`config.mk`:
```
export PLATFORM = sky130hd
export DESIGN_NAME = asfb_top
export DESIGN_NICKNAME = d
export VERILOG_FILES = /design/src/shared/asfb_pkg.sv /design/src/hdl/asfb_hold_mem.sv /design/src/hdl/asfb_top.sv
export VERILOG_INCLUDE_DIRS = /design/src /design/src/shared
export SDC_FILE = /design/constraint.sdc
export NUM_CORES = 1
export LEC_CHECK = 0
export ABC_AREA = 1
export BUFFER_PORTS_ARGS = -buffer_cell sky130_fd_sc_hd__buf_2
export CAP_MARGIN = 30
export CORE_MARGIN = 3
export CORE_UTILIZATION = 60
export CTS_CLUSTER_DIAMETER = 80
export DETAILED_ROUTE_END_ITERATION = 8
export PLACE_DENSITY = 0.78
export SETUP_SLACK_MARGIN = 0.02
export SKIP_LAST_GASP = 1
export SLEW_MARGIN = 5
export SYNTH_ARGS = -nofsm -noshare
export SYNTH_HDL_FRONTEND = slang
export SYNTH_SLANG_ARGS = --single-unit
```
`constraint.sdc`:
```
create_clock -name clock -period 4.27 [get_ports clock]
set_input_delay 0.854 -clock clock [delete_from_list [all_inputs] [get_ports clock]]
set_output_delay 0.854 -clock clock [all_outputs]
set_load 0.005 [all_outputs]
```
`src/shared/asfb_map.svh`:
```
// Offsets, field positions, codes and timing of the auxiliary flag bank
// Notes on behaviour
// - Holding area bits survive power cycles and run/stop; usable as work bits.
// - Auxiliary words refresh once per scan; power-off counter only on outages.
// - Words 05 and 06 are board specific and not part of this bank.
// - Word 00 bit 11 shows a communications unit error.
// - Program writes restart bit high then low; unit then restarts.
// - Word 02 bits 00-07 hold last network instruction completion code.
// - Word 02 bit 08 set when a network instruction ends in error.
// - Word 02 bit 09 high while a network instruction may be issued.
// - Word 02 bit 15 set while a communications unit is mounted.
// - Word 03 holds last scan servicing time, 4-digit BCD, 0.1 ms units.
// - Word 04 low byte: slot 1 code 00 ok, 01/02 hardware, 04 serial.
// - Word 04 high byte: slot 2 code 00, 01/02, 03 setup, 04 stop.
`ifndef ASFB_MAP_SVH
`define ASFB_MAP_SVH

// Word indices; byte address is four times the index
`define ASFB_IDX_ERR 6'h00
`define ASFB_IDX_RST 6'h01
`define ASFB_IDX_NET 6'h02
`define ASFB_IDX_SRV 6'h03
`define ASFB_IDX_IBD 6'h04
`define ASFB_IDX_IST 6'h08
`define ASFB_IDX_IEN 6'h09
`define ASFB_IDX_ICL 6'h0A
`define ASFB_IDX_PWR 6'h17
`define ASFB_IDX_HOLD 6'h20

`define ASFB_B_COMM_ERR 11
`define ASFB_B_RESTART 11
`define ASFB_B_NET_ERR 8
`define ASFB_B_NET_EN 9
`define ASFB_B_CONN 15

`define ASFB_CODE_OK 8'h00
`define ASFB_CODE_HW 8'h01
`define ASFB_CODE_SETUP 8'h03
`define ASFB_CODE_SERIAL 8'h04
`define ASFB_CODE_STOP 8'h04

`define ASFB_IRQ_COMM_ERR 0
`define ASFB_IRQ_NET_ERR 1
`define ASFB_IRQ_RESTART 2
`define ASFB_IRQ_SLOT 3
`define ASFB_IRQ_PWR 4
`define ASFB_IRQ_W 5

`define ASFB_RST_WORD 16'h0000
`define ASFB_CLK_NS 20
`define ASFB_TICK_NS 100000
`define ASFB_SCAN_NS 1000000

`endif

```
`src/shared/asfb_pkg.sv`:
```
// Types shared by the auxiliary flag bank
package asfb_pkg;
    typedef logic [15:0] asfb_word_t;
    typedef logic [3:0] asfb_digit_t;
    typedef enum logic {ASFB_BUS_IDLE, ASFB_BUS_ACK} asfb_bus_t;
endpackage
```
`src/hdl/asfb_hold_mem.sv`:
```
// Retentive holding word memory with byte-lane writes
`timescale 1ns/1ns
`default_nettype none
`include "asfb_map.svh"
module asfb_hold_mem
    import asfb_pkg::*;
#(
    parameter int WORDS = 32,
    parameter int AW = $clog2(WORDS)
) (
    input wire logic clock,
    input wire logic nrst,
    input wire logic we,
    input wire logic [1:0] be,
    input wire logic [AW-1:0] addr,
    input wire asfb_word_t wdata,
    output asfb_word_t rdata
);
    // No reset on the array: contents must outlive reset and run/stop
    logic [7:0] lane_mem [2][WORDS];
    asfb_word_t rdata_ff;

    for (genvar l = 0; l < 2; l++) begin : g_lane
        always_ff @(posedge clock) begin
            if (we && be[l]) begin
                lane_mem[l][addr] <= wdata[l*8 +: 8];
            end
        end
    end

    always_ff @(posedge clock or negedge nrst) begin
        if (!nrst) begin
            rdata_ff <= `ASFB_RST_WORD;
        end else begin
            rdata_ff <= {lane_mem[1][addr], lane_mem[0][addr]};
        end
    end

    assign rdata = rdata_ff;
endmodule
`default_nettype wire

```
`src/hdl/asfb_top.sv`:
```
// Auxiliary status flag bank: scan refresh, Wishbone slave, interrupts
`timescale 1ns/1ns
`default_nettype none
`include "asfb_map.svh"
module asfb_top
    import asfb_pkg::*;
#(
    parameter int SCAN_CYCLES = `ASFB_SCAN_NS / `ASFB_CLK_NS,
    parameter int TICK_CYCLES = `ASFB_TICK_NS / `ASFB_CLK_NS,
    parameter int HOLD_WORDS = 32
) (
    input wire logic clock,
    input wire logic nrst,
    input wire logic wb_cyc_i,
    input wire logic wb_stb_i,
    input wire logic wb_we_i,
    input wire logic [7:0] wb_adr_i,
    input wire logic [3:0] wb_sel_i,
    input wire logic [31:0] wb_dat_i,
    output logic [31:0] wb_dat_o,
    output logic wb_ack_o,
    input wire logic comm_err,
    input wire logic comm_mounted,
    input wire logic comm_busy,
    output logic comm_restart,
    input wire logic net_done,
    input wire logic net_fail,
    input wire logic [7:0] net_code,
    input wire logic net_ready,
    input wire logic s1_hw_fault,
    input wire logic s1_serial_fault,
    input wire logic s2_hw_fault,
    input wire logic s2_setup_fault,
    input wire logic s2_stop_fault,
    input wire logic pwr_restored,
    output logic scan_pulse,
    output logic irq
);
    localparam int HAW = $clog2(HOLD_WORDS);

    // Bus decode
    asfb_bus_t bus_ff;
    asfb_bus_t nxt_bus;
    wire logic [5:0] idx = wb_adr_i[7:2];
    wire logic req = wb_cyc_i & wb_stb_i;
    wire logic take = req & (bus_ff == ASFB_BUS_IDLE);
    wire logic wr_go = req & wb_we_i & (bus_ff == ASFB_BUS_ACK);
    wire logic [5:0] hold_off = idx - `ASFB_IDX_HOLD;
    wire logic hold_hit = (idx >= `ASFB_IDX_HOLD) &&
                          (32'(hold_off) < 32'(HOLD_WORDS));
    wire asfb_word_t wmask = {{8{wb_sel_i[1]}}, {8{wb_sel_i[0]}}};
    wire asfb_word_t wdat = wb_dat_i[15:0] & wmask;
    wire logic wr_rst = wr_go & (idx == `ASFB_IDX_RST) & wb_sel_i[1];
    wire logic wr_ien = wr_go & (idx == `ASFB_IDX_IEN) & wb_sel_i[0];
    wire logic wr_icl = wr_go & (idx == `ASFB_IDX_ICL) & wb_sel_i[0];

    // Scan divider
    logic [31:0] scan_cnt_ff;
    wire logic scan_en = scan_cnt_ff == 32'(SCAN_CYCLES - 1);

    // Flag state
    logic err_bit_ff;
    logic restart_bit_ff;
    logic restart_pulse_ff;
    logic [7:0] pend_code_ff;
    logic pend_err_ff;
    logic [7:0] net_code_ff;
    logic net_err_ff;
    logic net_en_ff;
    logic conn_ff;
    asfb_word_t srv_word_ff;
    asfb_word_t srv_acc_ff;
    asfb_word_t nxt_srv_acc;
    logic [31:0] tick_cnt_ff;
    asfb_word_t ibd_ff;
    asfb_word_t pwr_cnt_ff;
    logic [`ASFB_IRQ_W-1:0] ist_ff;
    logic [`ASFB_IRQ_W-1:0] ien_ff;
    asfb_word_t rd_ff;
    logic hold_sel_ff;
    asfb_word_t hold_q;

    // Completion of an instruction in the refresh cycle is not lost
    wire logic [7:0] code_src = net_done ? net_code : pend_code_ff;
    wire logic err_src = net_done ? net_fail : pend_err_ff;

    // Slot codes; hardware fault outranks the others
    wire logic [7:0] s1_code = s1_hw_fault ? `ASFB_CODE_HW :
                               s1_serial_fault ? `ASFB_CODE_SERIAL :
                               `ASFB_CODE_OK;
    wire logic [7:0] s2_code = s2_hw_fault ? `ASFB_CODE_HW :
                               s2_setup_fault ? `ASFB_CODE_SETUP :
                               s2_stop_fault ? `ASFB_CODE_STOP :
                               `ASFB_CODE_OK;
    wire asfb_word_t ibd_src = {s2_code, s1_code};

    // Servicing time accumulator, one BCD digit per loop pass
    wire logic tick = comm_busy & (tick_cnt_ff == 32'(TICK_CYCLES - 1));
    logic [4:0] carry;
    asfb_word_t bcd_inc;
    assign carry[0] = tick;
    for (genvar d = 0; d < 4; d++) begin : g_bcd
        wire asfb_digit_t dig = srv_acc_ff[d*4 +: 4];
        wire logic nine = dig == 4'h9;
        assign bcd_inc[d*4 +: 4] = !carry[d] ? dig :
                                   nine ? 4'h0 : dig + 4'h1;
        assign carry[d+1] = carry[d] & nine;
    end
    // Saturate at 9999 instead of wrapping to a small time
    wire asfb_word_t srv_sum = carry[4] ? srv_acc_ff : bcd_inc;
    // A tick landing on the refresh edge still counts for the ending scan
    assign nxt_srv_acc = scan_en ? `ASFB_RST_WORD : srv_sum;

    // Events for the sticky status
    logic [`ASFB_IRQ_W-1:0] ev;
    assign ev[`ASFB_IRQ_COMM_ERR] = scan_en & comm_err & ~err_bit_ff;
    assign ev[`ASFB_IRQ_NET_ERR] = net_done & net_fail;
    assign ev[`ASFB_IRQ_RESTART] = wr_rst & restart_bit_ff &
                                   ~wb_dat_i[`ASFB_B_RESTART];
    assign ev[`ASFB_IRQ_SLOT] = scan_en & (ibd_src != `ASFB_RST_WORD) &
                                (ibd_ff == `ASFB_RST_WORD);
    assign ev[`ASFB_IRQ_PWR] = pwr_restored;
    wire logic [`ASFB_IRQ_W-1:0] clr = wr_icl ?
        wb_dat_i[`ASFB_IRQ_W-1:0] : '0;

    // Read view; unused positions are zero
    wire asfb_word_t w_err = 16'(err_bit_ff) << `ASFB_B_COMM_ERR;
    wire asfb_word_t w_rst = 16'(restart_bit_ff) << `ASFB_B_RESTART;
    wire asfb_word_t w_net = (16'(conn_ff) << `ASFB_B_CONN) |
                             (16'(net_en_ff) << `ASFB_B_NET_EN) |
                             (16'(net_err_ff) << `ASFB_B_NET_ERR) |
                             16'(net_code_ff);
    // Words 05 and 06 belong to the board logic and read zero here
    wire asfb_word_t rd_mux =
        (idx == `ASFB_IDX_ERR) ? w_err :
        (idx == `ASFB_IDX_RST) ? w_rst :
        (idx == `ASFB_IDX_NET) ? w_net :
        (idx == `ASFB_IDX_SRV) ? srv_word_ff :
        (idx == `ASFB_IDX_IBD) ? ibd_ff :
        (idx == `ASFB_IDX_IST) ? 16'(ist_ff) :
        (idx == `ASFB_IDX_IEN) ? 16'(ien_ff) :
        (idx == `ASFB_IDX_PWR) ? pwr_cnt_ff :
        `ASFB_RST_WORD;

    always_comb begin
        case (bus_ff)
            ASFB_BUS_IDLE: nxt_bus = req ? ASFB_BUS_ACK : ASFB_BUS_IDLE;
            ASFB_BUS_ACK: nxt_bus = ASFB_BUS_IDLE;
            default: nxt_bus = ASFB_BUS_IDLE;
        endcase
    end

    always_ff @(posedge clock or negedge nrst) begin
        if (!nrst) begin
            bus_ff <= ASFB_BUS_IDLE;
            rd_ff <= `ASFB_RST_WORD;
            hold_sel_ff <= 1'b0;
        end else begin
            bus_ff <= nxt_bus;
            if (take) begin
                rd_ff <= rd_mux;
                hold_sel_ff <= hold_hit;
            end
        end
    end

    always_ff @(posedge clock or negedge nrst) begin
        if (!nrst) begin
            scan_cnt_ff <= '0;
            tick_cnt_ff <= '0;
        end else begin
            scan_cnt_ff <= scan_en ? '0 : scan_cnt_ff + 32'h1;
            tick_cnt_ff <= (scan_en || tick || !comm_busy) ? '0 :
                           tick_cnt_ff + 32'h1;
        end
    end

    // Scan refresh of the shared words
    always_ff @(posedge clock or negedge nrst) begin
        if (!nrst) begin
            err_bit_ff <= 1'b0;
            net_code_ff <= '0;
            net_err_ff <= 1'b0;
            net_en_ff <= 1'b0;
            conn_ff <= 1'b0;
            srv_word_ff <= `ASFB_RST_WORD;
            ibd_ff <= `ASFB_RST_WORD;
        end else if (scan_en) begin
            err_bit_ff <= comm_err;
            net_code_ff <= code_src;
            net_err_ff <= err_src;
            net_en_ff <= net_ready;
            conn_ff <= comm_mounted;
            srv_word_ff <= srv_sum;
            ibd_ff <= ibd_src;
        end
    end

    always_ff @(posedge clock or negedge nrst) begin
        if (!nrst) begin
            pend_code_ff <= '0;
            pend_err_ff <= 1'b0;
            srv_acc_ff <= `ASFB_RST_WORD;
        end else begin
            if (net_done) begin
                pend_code_ff <= net_code;
                pend_err_ff <= net_fail;
            end
            srv_acc_ff <= nxt_srv_acc;
        end
    end

    always_ff @(posedge clock or negedge nrst) begin
        if (!nrst) begin
            restart_bit_ff <= 1'b0;
            restart_pulse_ff <= 1'b0;
            pwr_cnt_ff <= `ASFB_RST_WORD;
        end else begin
            if (wr_rst) begin
                restart_bit_ff <= wb_dat_i[`ASFB_B_RESTART];
            end
            restart_pulse_ff <= ev[`ASFB_IRQ_RESTART];
            if (pwr_restored) begin
                pwr_cnt_ff <= pwr_cnt_ff + 16'h1;
            end
        end
    end

    // Set beats a clear landing in the same cycle
    always_ff @(posedge clock or negedge nrst) begin
        if (!nrst) begin
            ist_ff <= '0;
            ien_ff <= '0;
        end else begin
            ist_ff <= (ist_ff & ~clr) | ev;
            if (wr_ien) begin
                ien_ff <= wb_dat_i[`ASFB_IRQ_W-1:0];
            end
        end
    end

    asfb_hold_mem #(
        .WORDS(HOLD_WORDS)
    ) i_asfb_hold_mem (
        .clock(clock),
        .nrst(nrst),
        .we(wr_go & hold_hit),
        .be(wb_sel_i[1:0]),
        .addr(hold_off[HAW-1:0]),
        .wdata(wdat),
        .rdata(hold_q)
    );

    assign wb_ack_o = bus_ff == ASFB_BUS_ACK;
    assign wb_dat_o = {16'h0000, hold_sel_ff ? hold_q : rd_ff};
    assign comm_restart = restart_pulse_ff;
    assign scan_pulse = scan_en;
    assign irq = |(ist_ff & ien_ff);
endmodule
`default_nettype wire

```
Word-level counts from Yosys, hierarchy flattened:

Memory sizes are Yosys's and may differ from the RTL's.
Cells that the tools add are included.

* memory bits (writable): 512
* memories kept: 1
* bits in registers: 195

Memory list
* i_asfb_hold_mem.lane_mem: depth 2, width 256, rd ports 2, clocked after memory_dff 0, write ports 2, line asfb_hold_mem.sv:20 `logic [7:0] lane_mem [2][WORDS];`

* equal/unequal tests: 14
* bitwise operators: 35
* reductions and logical operators: 11
* muxes and demuxes: 43
* $add $sub $neg: 8
* magnitude comparators: 4

Operators by type and width (count)
* 256-bit 2-to-1 mux: 2
* 16-bit 2-to-1 mux: 11
* 8-bit binary-select mux with 5-bit select: 2
* 32-bit by 1-bit adder with 32-bit output, second input constant: 2
* 32-bit 2-to-1 mux: 2
* 8-bit 2-to-1 mux: 6
* 8-bit demux with 5-bit select: 1
* 32-bit by 13-bit == test with 1-bit output, second input constant: 1
* 32-bit by 16-bit == test with 1-bit output, second input constant: 1
* 4-bit 2-to-1 mux: 8
* 1-bit AND: 23
* 6-bit by 4-bit == test with 1-bit output, second input constant: 3
* 16-bit by 1-bit adder with 16-bit output, second input constant: 1
* 4-bit by 1-bit adder with 4-bit output, second input constant: 4
* 16-bit AND: 1
* 4-bit == test, second input constant: 4
* 16-bit zero test: 1
* 16-bit by 10-bit bitwise OR with 16-bit output: 1
* 16-bit by 8-bit bitwise OR with 16-bit output: 1
* 16-bit by 9-bit bitwise OR with 16-bit output: 1
* 16-bit nonzero test: 1
* 3-bit 2-to-1 mux: 5
* 6-bit by 2-bit == test with 1-bit output, second input constant: 2
* 6-bit >= comparator, second input constant: 2
* other kinds (19): 29

Depth between registers and ports, before layout:

* depth after elaboration: 9
* depth in mapped cells: 13

Modules after synthesis:

From an unflattened synthesis, not the netlist that was laid out.

* cell total of the unflattened synthesis: 3355
* area total of the unflattened synthesis: 31763.0 µm²

Modules (own cells, without submodules)
* asfb_hold_mem: instances 1, seq. area each 15775.1 µm², area an instance 22474.1 µm², cells each 2118
* asfb_top: instances 1, seq. area each 4204.0 µm², area an instance 9288.9 µm², cells each 1237

Worst setup path before layout:

No wires, ideal clock.

* path type: input port to flip-flop
* from: input port wb_sel_i[0]
* to: memory i_asfb_hold_mem.lane_mem[0][192] (netlist bit), enable pin
* setup time: 0.383 ns
* arrival: 2.229 ns
* required time: 3.887 ns
* path buffers: 2
* stages: 6
* setup slack: 1.658 ns
* cell sequence: clkbuf_1 -> inv_1 -> nor2_1 -> nand2_1 -> buf_1 -> nor3_1

RTL lines
* from (decl): line asfb_top.sv:18 `input wire logic [3:0] wb_sel_i,`
* to (decl): line asfb_hold_mem.sv:20

Worst setup path in the final report:

* from: register scan_cnt_ff[0]
* to: output port scan_pulse

* cells in the longest elaborated chain, start to end: 1

Ends and longest elaborated chain
* from (decl): line asfb_top.sv:58 `logic [31:0] scan_cnt_ff;`
* from (signal assigned): line asfb_top.sv:172 `scan_cnt_ff <= scan_en ? '0 : scan_cnt_ff + 32'h1;`
* 32-bit by 16-bit == test with 1-bit output: line asfb_top.sv:59 `wire logic scan_en = scan_cnt_ff == 32'(SCAN_CYCLES - 1);`
* to (decl): line asfb_top.sv:36 `output logic scan_pulse,`

No other way between the ends.

==> summary.txt <==
Yosys
  – Area leader, netlist: edfxtp_1
  – Ys async rst share: 26.4%
  – Post-synth EDFFs: 512
  – Synth top area cells: edfxtp_1 53%, dfrtp_1 16%, a22oi_1 6.5%, nand2_1 6.0%, nor2_1 2.9%
  – Post-Syn Area per Cell: 11.8 sq um
  – Synth Warn #: 0
  – Synthesized area: 28900 sq um
  – Cells after Synth: 2449
  – Flops & latches, synth: 696
  – Ys flop type: edfxtp_1
  – Sequential share of the synthesized area: 69.1%
  – Unique masters post-synth: 52
  – Area fraction of the dominant cell type after synthesis: 53.1%

STA
  – Setup tns final: 0 ps
  – Slew @ Worst Pin: 948 ps
  – Hold slack: 342 ps
  – Final Setup Violations: 0
  – Max Fclk: 0.273 GHz
  – Post-Route Skew: 25.0 ps
  – Pins Over Slew Limit: 0
  – Final Cycle Share: 85.7%
  – Fin crit period: 3660 ps
  – Final hold viol count: 0
  – Rel. slew slack: 36.8%
  – RSZ-0062 raised after global routing: false

Floorplan
  – Placement Rows: 79
  – Die Height: 226 microns
  – Core box area: 47100 sq um
  – Die X: 226 microns
  – Ports: 105
  – Area of the die: 50900 sq um
  – Starting Density: 61.5%

Critical path
  – Path type of the worst setup path: register to output pin
  – Critical path startpoint: scan_cnt_ff[0]$_DFF_PN0_
  – Critical R2R Launch: wb_ack_o$_DFF_PN0_
  – Crit path max fanout: 26
  – Crit end category: output pin
  – WP data required: 3420 ps
  – WP data arrival: 2800 ps
  – Startpoint Class: register

Placed design
  – DP Area: 29900 sq um
  – RD Place Congestion: 0.896
  – Buffers on Ports: 68
  – Detailed Place HPWL: 44.3 mm
  – Cells after DPL: 3066

Clocking
  – CTS buffer count: 71
  – # clock sinks: 696
  – Root buf cell: clkbuf_16
  – Htree depth: 3
  – CTS clock-pin slew for the worst setup and hold paths: 60 ps
  – Cts hold-fix bufs: 0
  – Skew-Pair Late Insertion Delay: 620 ps
  – Postcts setup bufs: 0
  – Max Root-Sink Buffers: 3
  – CTS resizes: 0
  – CTS tree: yes

Cells and area
  – Filler Cell Count: 3132
  – Synthesis-to-layout area growth: 12.8%
  – Multi-input logic area: 7720 sq um
  – Fraction of layout cells with a size suffix above 1: 10.7%
  – Final instance area: 32600 sq um
  – Nets: 2618
  – Register area: 20000 sq um
  – Post-route non-filler standard cell count: 3209
  – Core Util, Final: 69.4%

Detailed routing
  – Initial DRC count: 2198
  – Via-to-Cell Ratio: 6.10
  – Antenna viol nets, final: 0
  – Max layer used: met5
  – Routed wire per std cell: 21.7 microns
  – Pre-antenna DRT Iters: 6
  – Wl on met1: 27.7 mm
  – Post-route DRC: 0
  – Routed via count: 19600
  – WL final: 69.6 mm
  – Met2 routed WL: 34.0 mm
  – Met3 WL: 5.86 mm

Global routing
  – GRT overflow: 0
  – First-pass GRT wire length: 107 mm
  – GRT Util Overall: 27.4%
  – Initial antenna violation count: 1
  – Largest net degree at the start of global routing: 108
  – Vias in the first global route: 19000

Status
  – Outcome: completed

Pwr
  – Leakage Power: 12.5 nW
  – Power per cell area: 440 nW/um^2
  – Peak VDD IR: 0.339 mV

Hold path
  – Worst hold-check path type: input port to asynchronous set/reset pin

Job
  – MaxCap Viol Count: 0
## through the flow
stage               setup WS, ps  power (mW)
floorplan                   1660        7.96
global placement            1010        8.23
detailed placement           934        8.25
CTS                          605        14.4
global route                 407        14.8
finish                       611        14.4
## registers in the layout (all words and copies together), names as in the netlist, 5 cells and up
name / flops
i_asfb_hold_mem.rdata: 16
i_asfb_hold_mem.lane_mem: 512
tick_cnt_ff: 32
pend_code_ff: 8
srv_word_ff: 16
ist_ff: 5
net_code_ff: 8
pwr_cnt_ff: 16
srv_acc_ff: 16
scan_cnt_ff: 32
ibd_ff: 5
ien_ff: 5
rd_ff: 16
## report_power, final
group	leakage, nW	switching (mW)	internal [mW]
registers	6.85	0.0671	7.34
logic	4.51	0.524	0.240
clock network	1.15	2.54	3.66
## metal layers
| metal | vias up | GRT usage, % |
|---|---|---|
| met5 | - | 0 |
| met4 | 2 | 8.71 |
| met3 | 151 | 4.43 |
| met2 | 947 | 45.3 |
| met1 | 9572 | 38.0 |
| li1 | 8912 | - |
## critical path, stage by stage, from the launching register on
cell      delay (ps)
dfrtp_1          440
ha_1             230
nand3_2          160
nor3_1           340
nand3_1          290
clkinv_1         510
buf_2            220
## cell usage in the layout (no fill, tap or decap), types with 10 or more instances in the layout
master / count
nand4_1: 25
inv_1: 170
xnor2_1: 11
conb_1: 16
a22oi_1: 250
buf_16: 13
clkbuf_16: 73
dfrtp_1: 184
a31oi_1: 15
a221oi_1: 10
buf_4: 40
nand2_1: 462
a21oi_1: 81
buf_2: 67
o21ai_1: 23
clkinv_2: 11
xor2_1: 50
nor2_1: 221
nor3_1: 73
edfxtp_1: 512
clkbuf_1: 15
nor4_1: 31
nand3_1: 71
o21ai_0: 59
clkinv_1: 12
inv_2: 14
## cells in the mapped netlist (all sizes together), types with 3 or more instances
library cell	n
dfrtp	184
o211ai	7
nor4	31
nand2	465
edfxtp	512
nand4	27
a21oi	81
a221oi	10
nand3b	3
ha	3
o21ai	82
clkinv	3
nand3	77
xor2	50
o22ai	3
xnor2	11
a31oi	15
buf	82
nor2	227
clkbuf	36
o221ai	3
a22oi	250
inv	186
mux2	6
nor3	78
## logic make-up (layout without fill, tap and decap cells)
family / count (synthesis) / in the layout / share of synthesized area [%]
simple gates: 913 / 913 / 13.6
buf+inv: 307 / 444 / 4.49
compound gates: 462 / 462 / 10.6
flops: 696 / 696 / 69.1
fa+ha+maj: 3 / 3 / 0.130
mux: 6 / 6 / 0.234
other cells: 1 / 17 / 0.0130
xor+xnor: 61 / 61 / 1.85
## final cells by class
| type | instances | share of cell area (%) |
|---|---|---|
| antenna | 1 | 0.00767 |
| clock buffer | 93 | 5.96 |
| clock inverter | 35 | 1.21 |
| inverter | 189 | 2.19 |
| multi-input combinational | 1461 | 23.6 |
| sequential | 696 | 61.2 |
| tap | 607 | 2.33 |
| timing repair buffer | 127 | 3.44 |
## final timing paths
kind / depth (start not counted) / slack, ps / end
worst max-delay path: 6 / 610 / scan_pulse
max in group asynchronous: 2 / 2930 / pwr_cnt_ff[3]$_DFFE_PN0P_
min in group clock: 3 / 450 / net_en_ff$_DFFE_PN0N_
worst min-delay path: 1 / 340 / tick_cnt_ff[16]$_DFF_PN0_
worst max register to register: 5 / 1570 / i_asfb_hold_mem.lane_mem[0][234]$_DFFE_PP_
worst min register to register: 2 / 460 / pend_code_ff[5]$_DFF_PN0_
No activity file was read; power rests on OpenSTA's default activity.
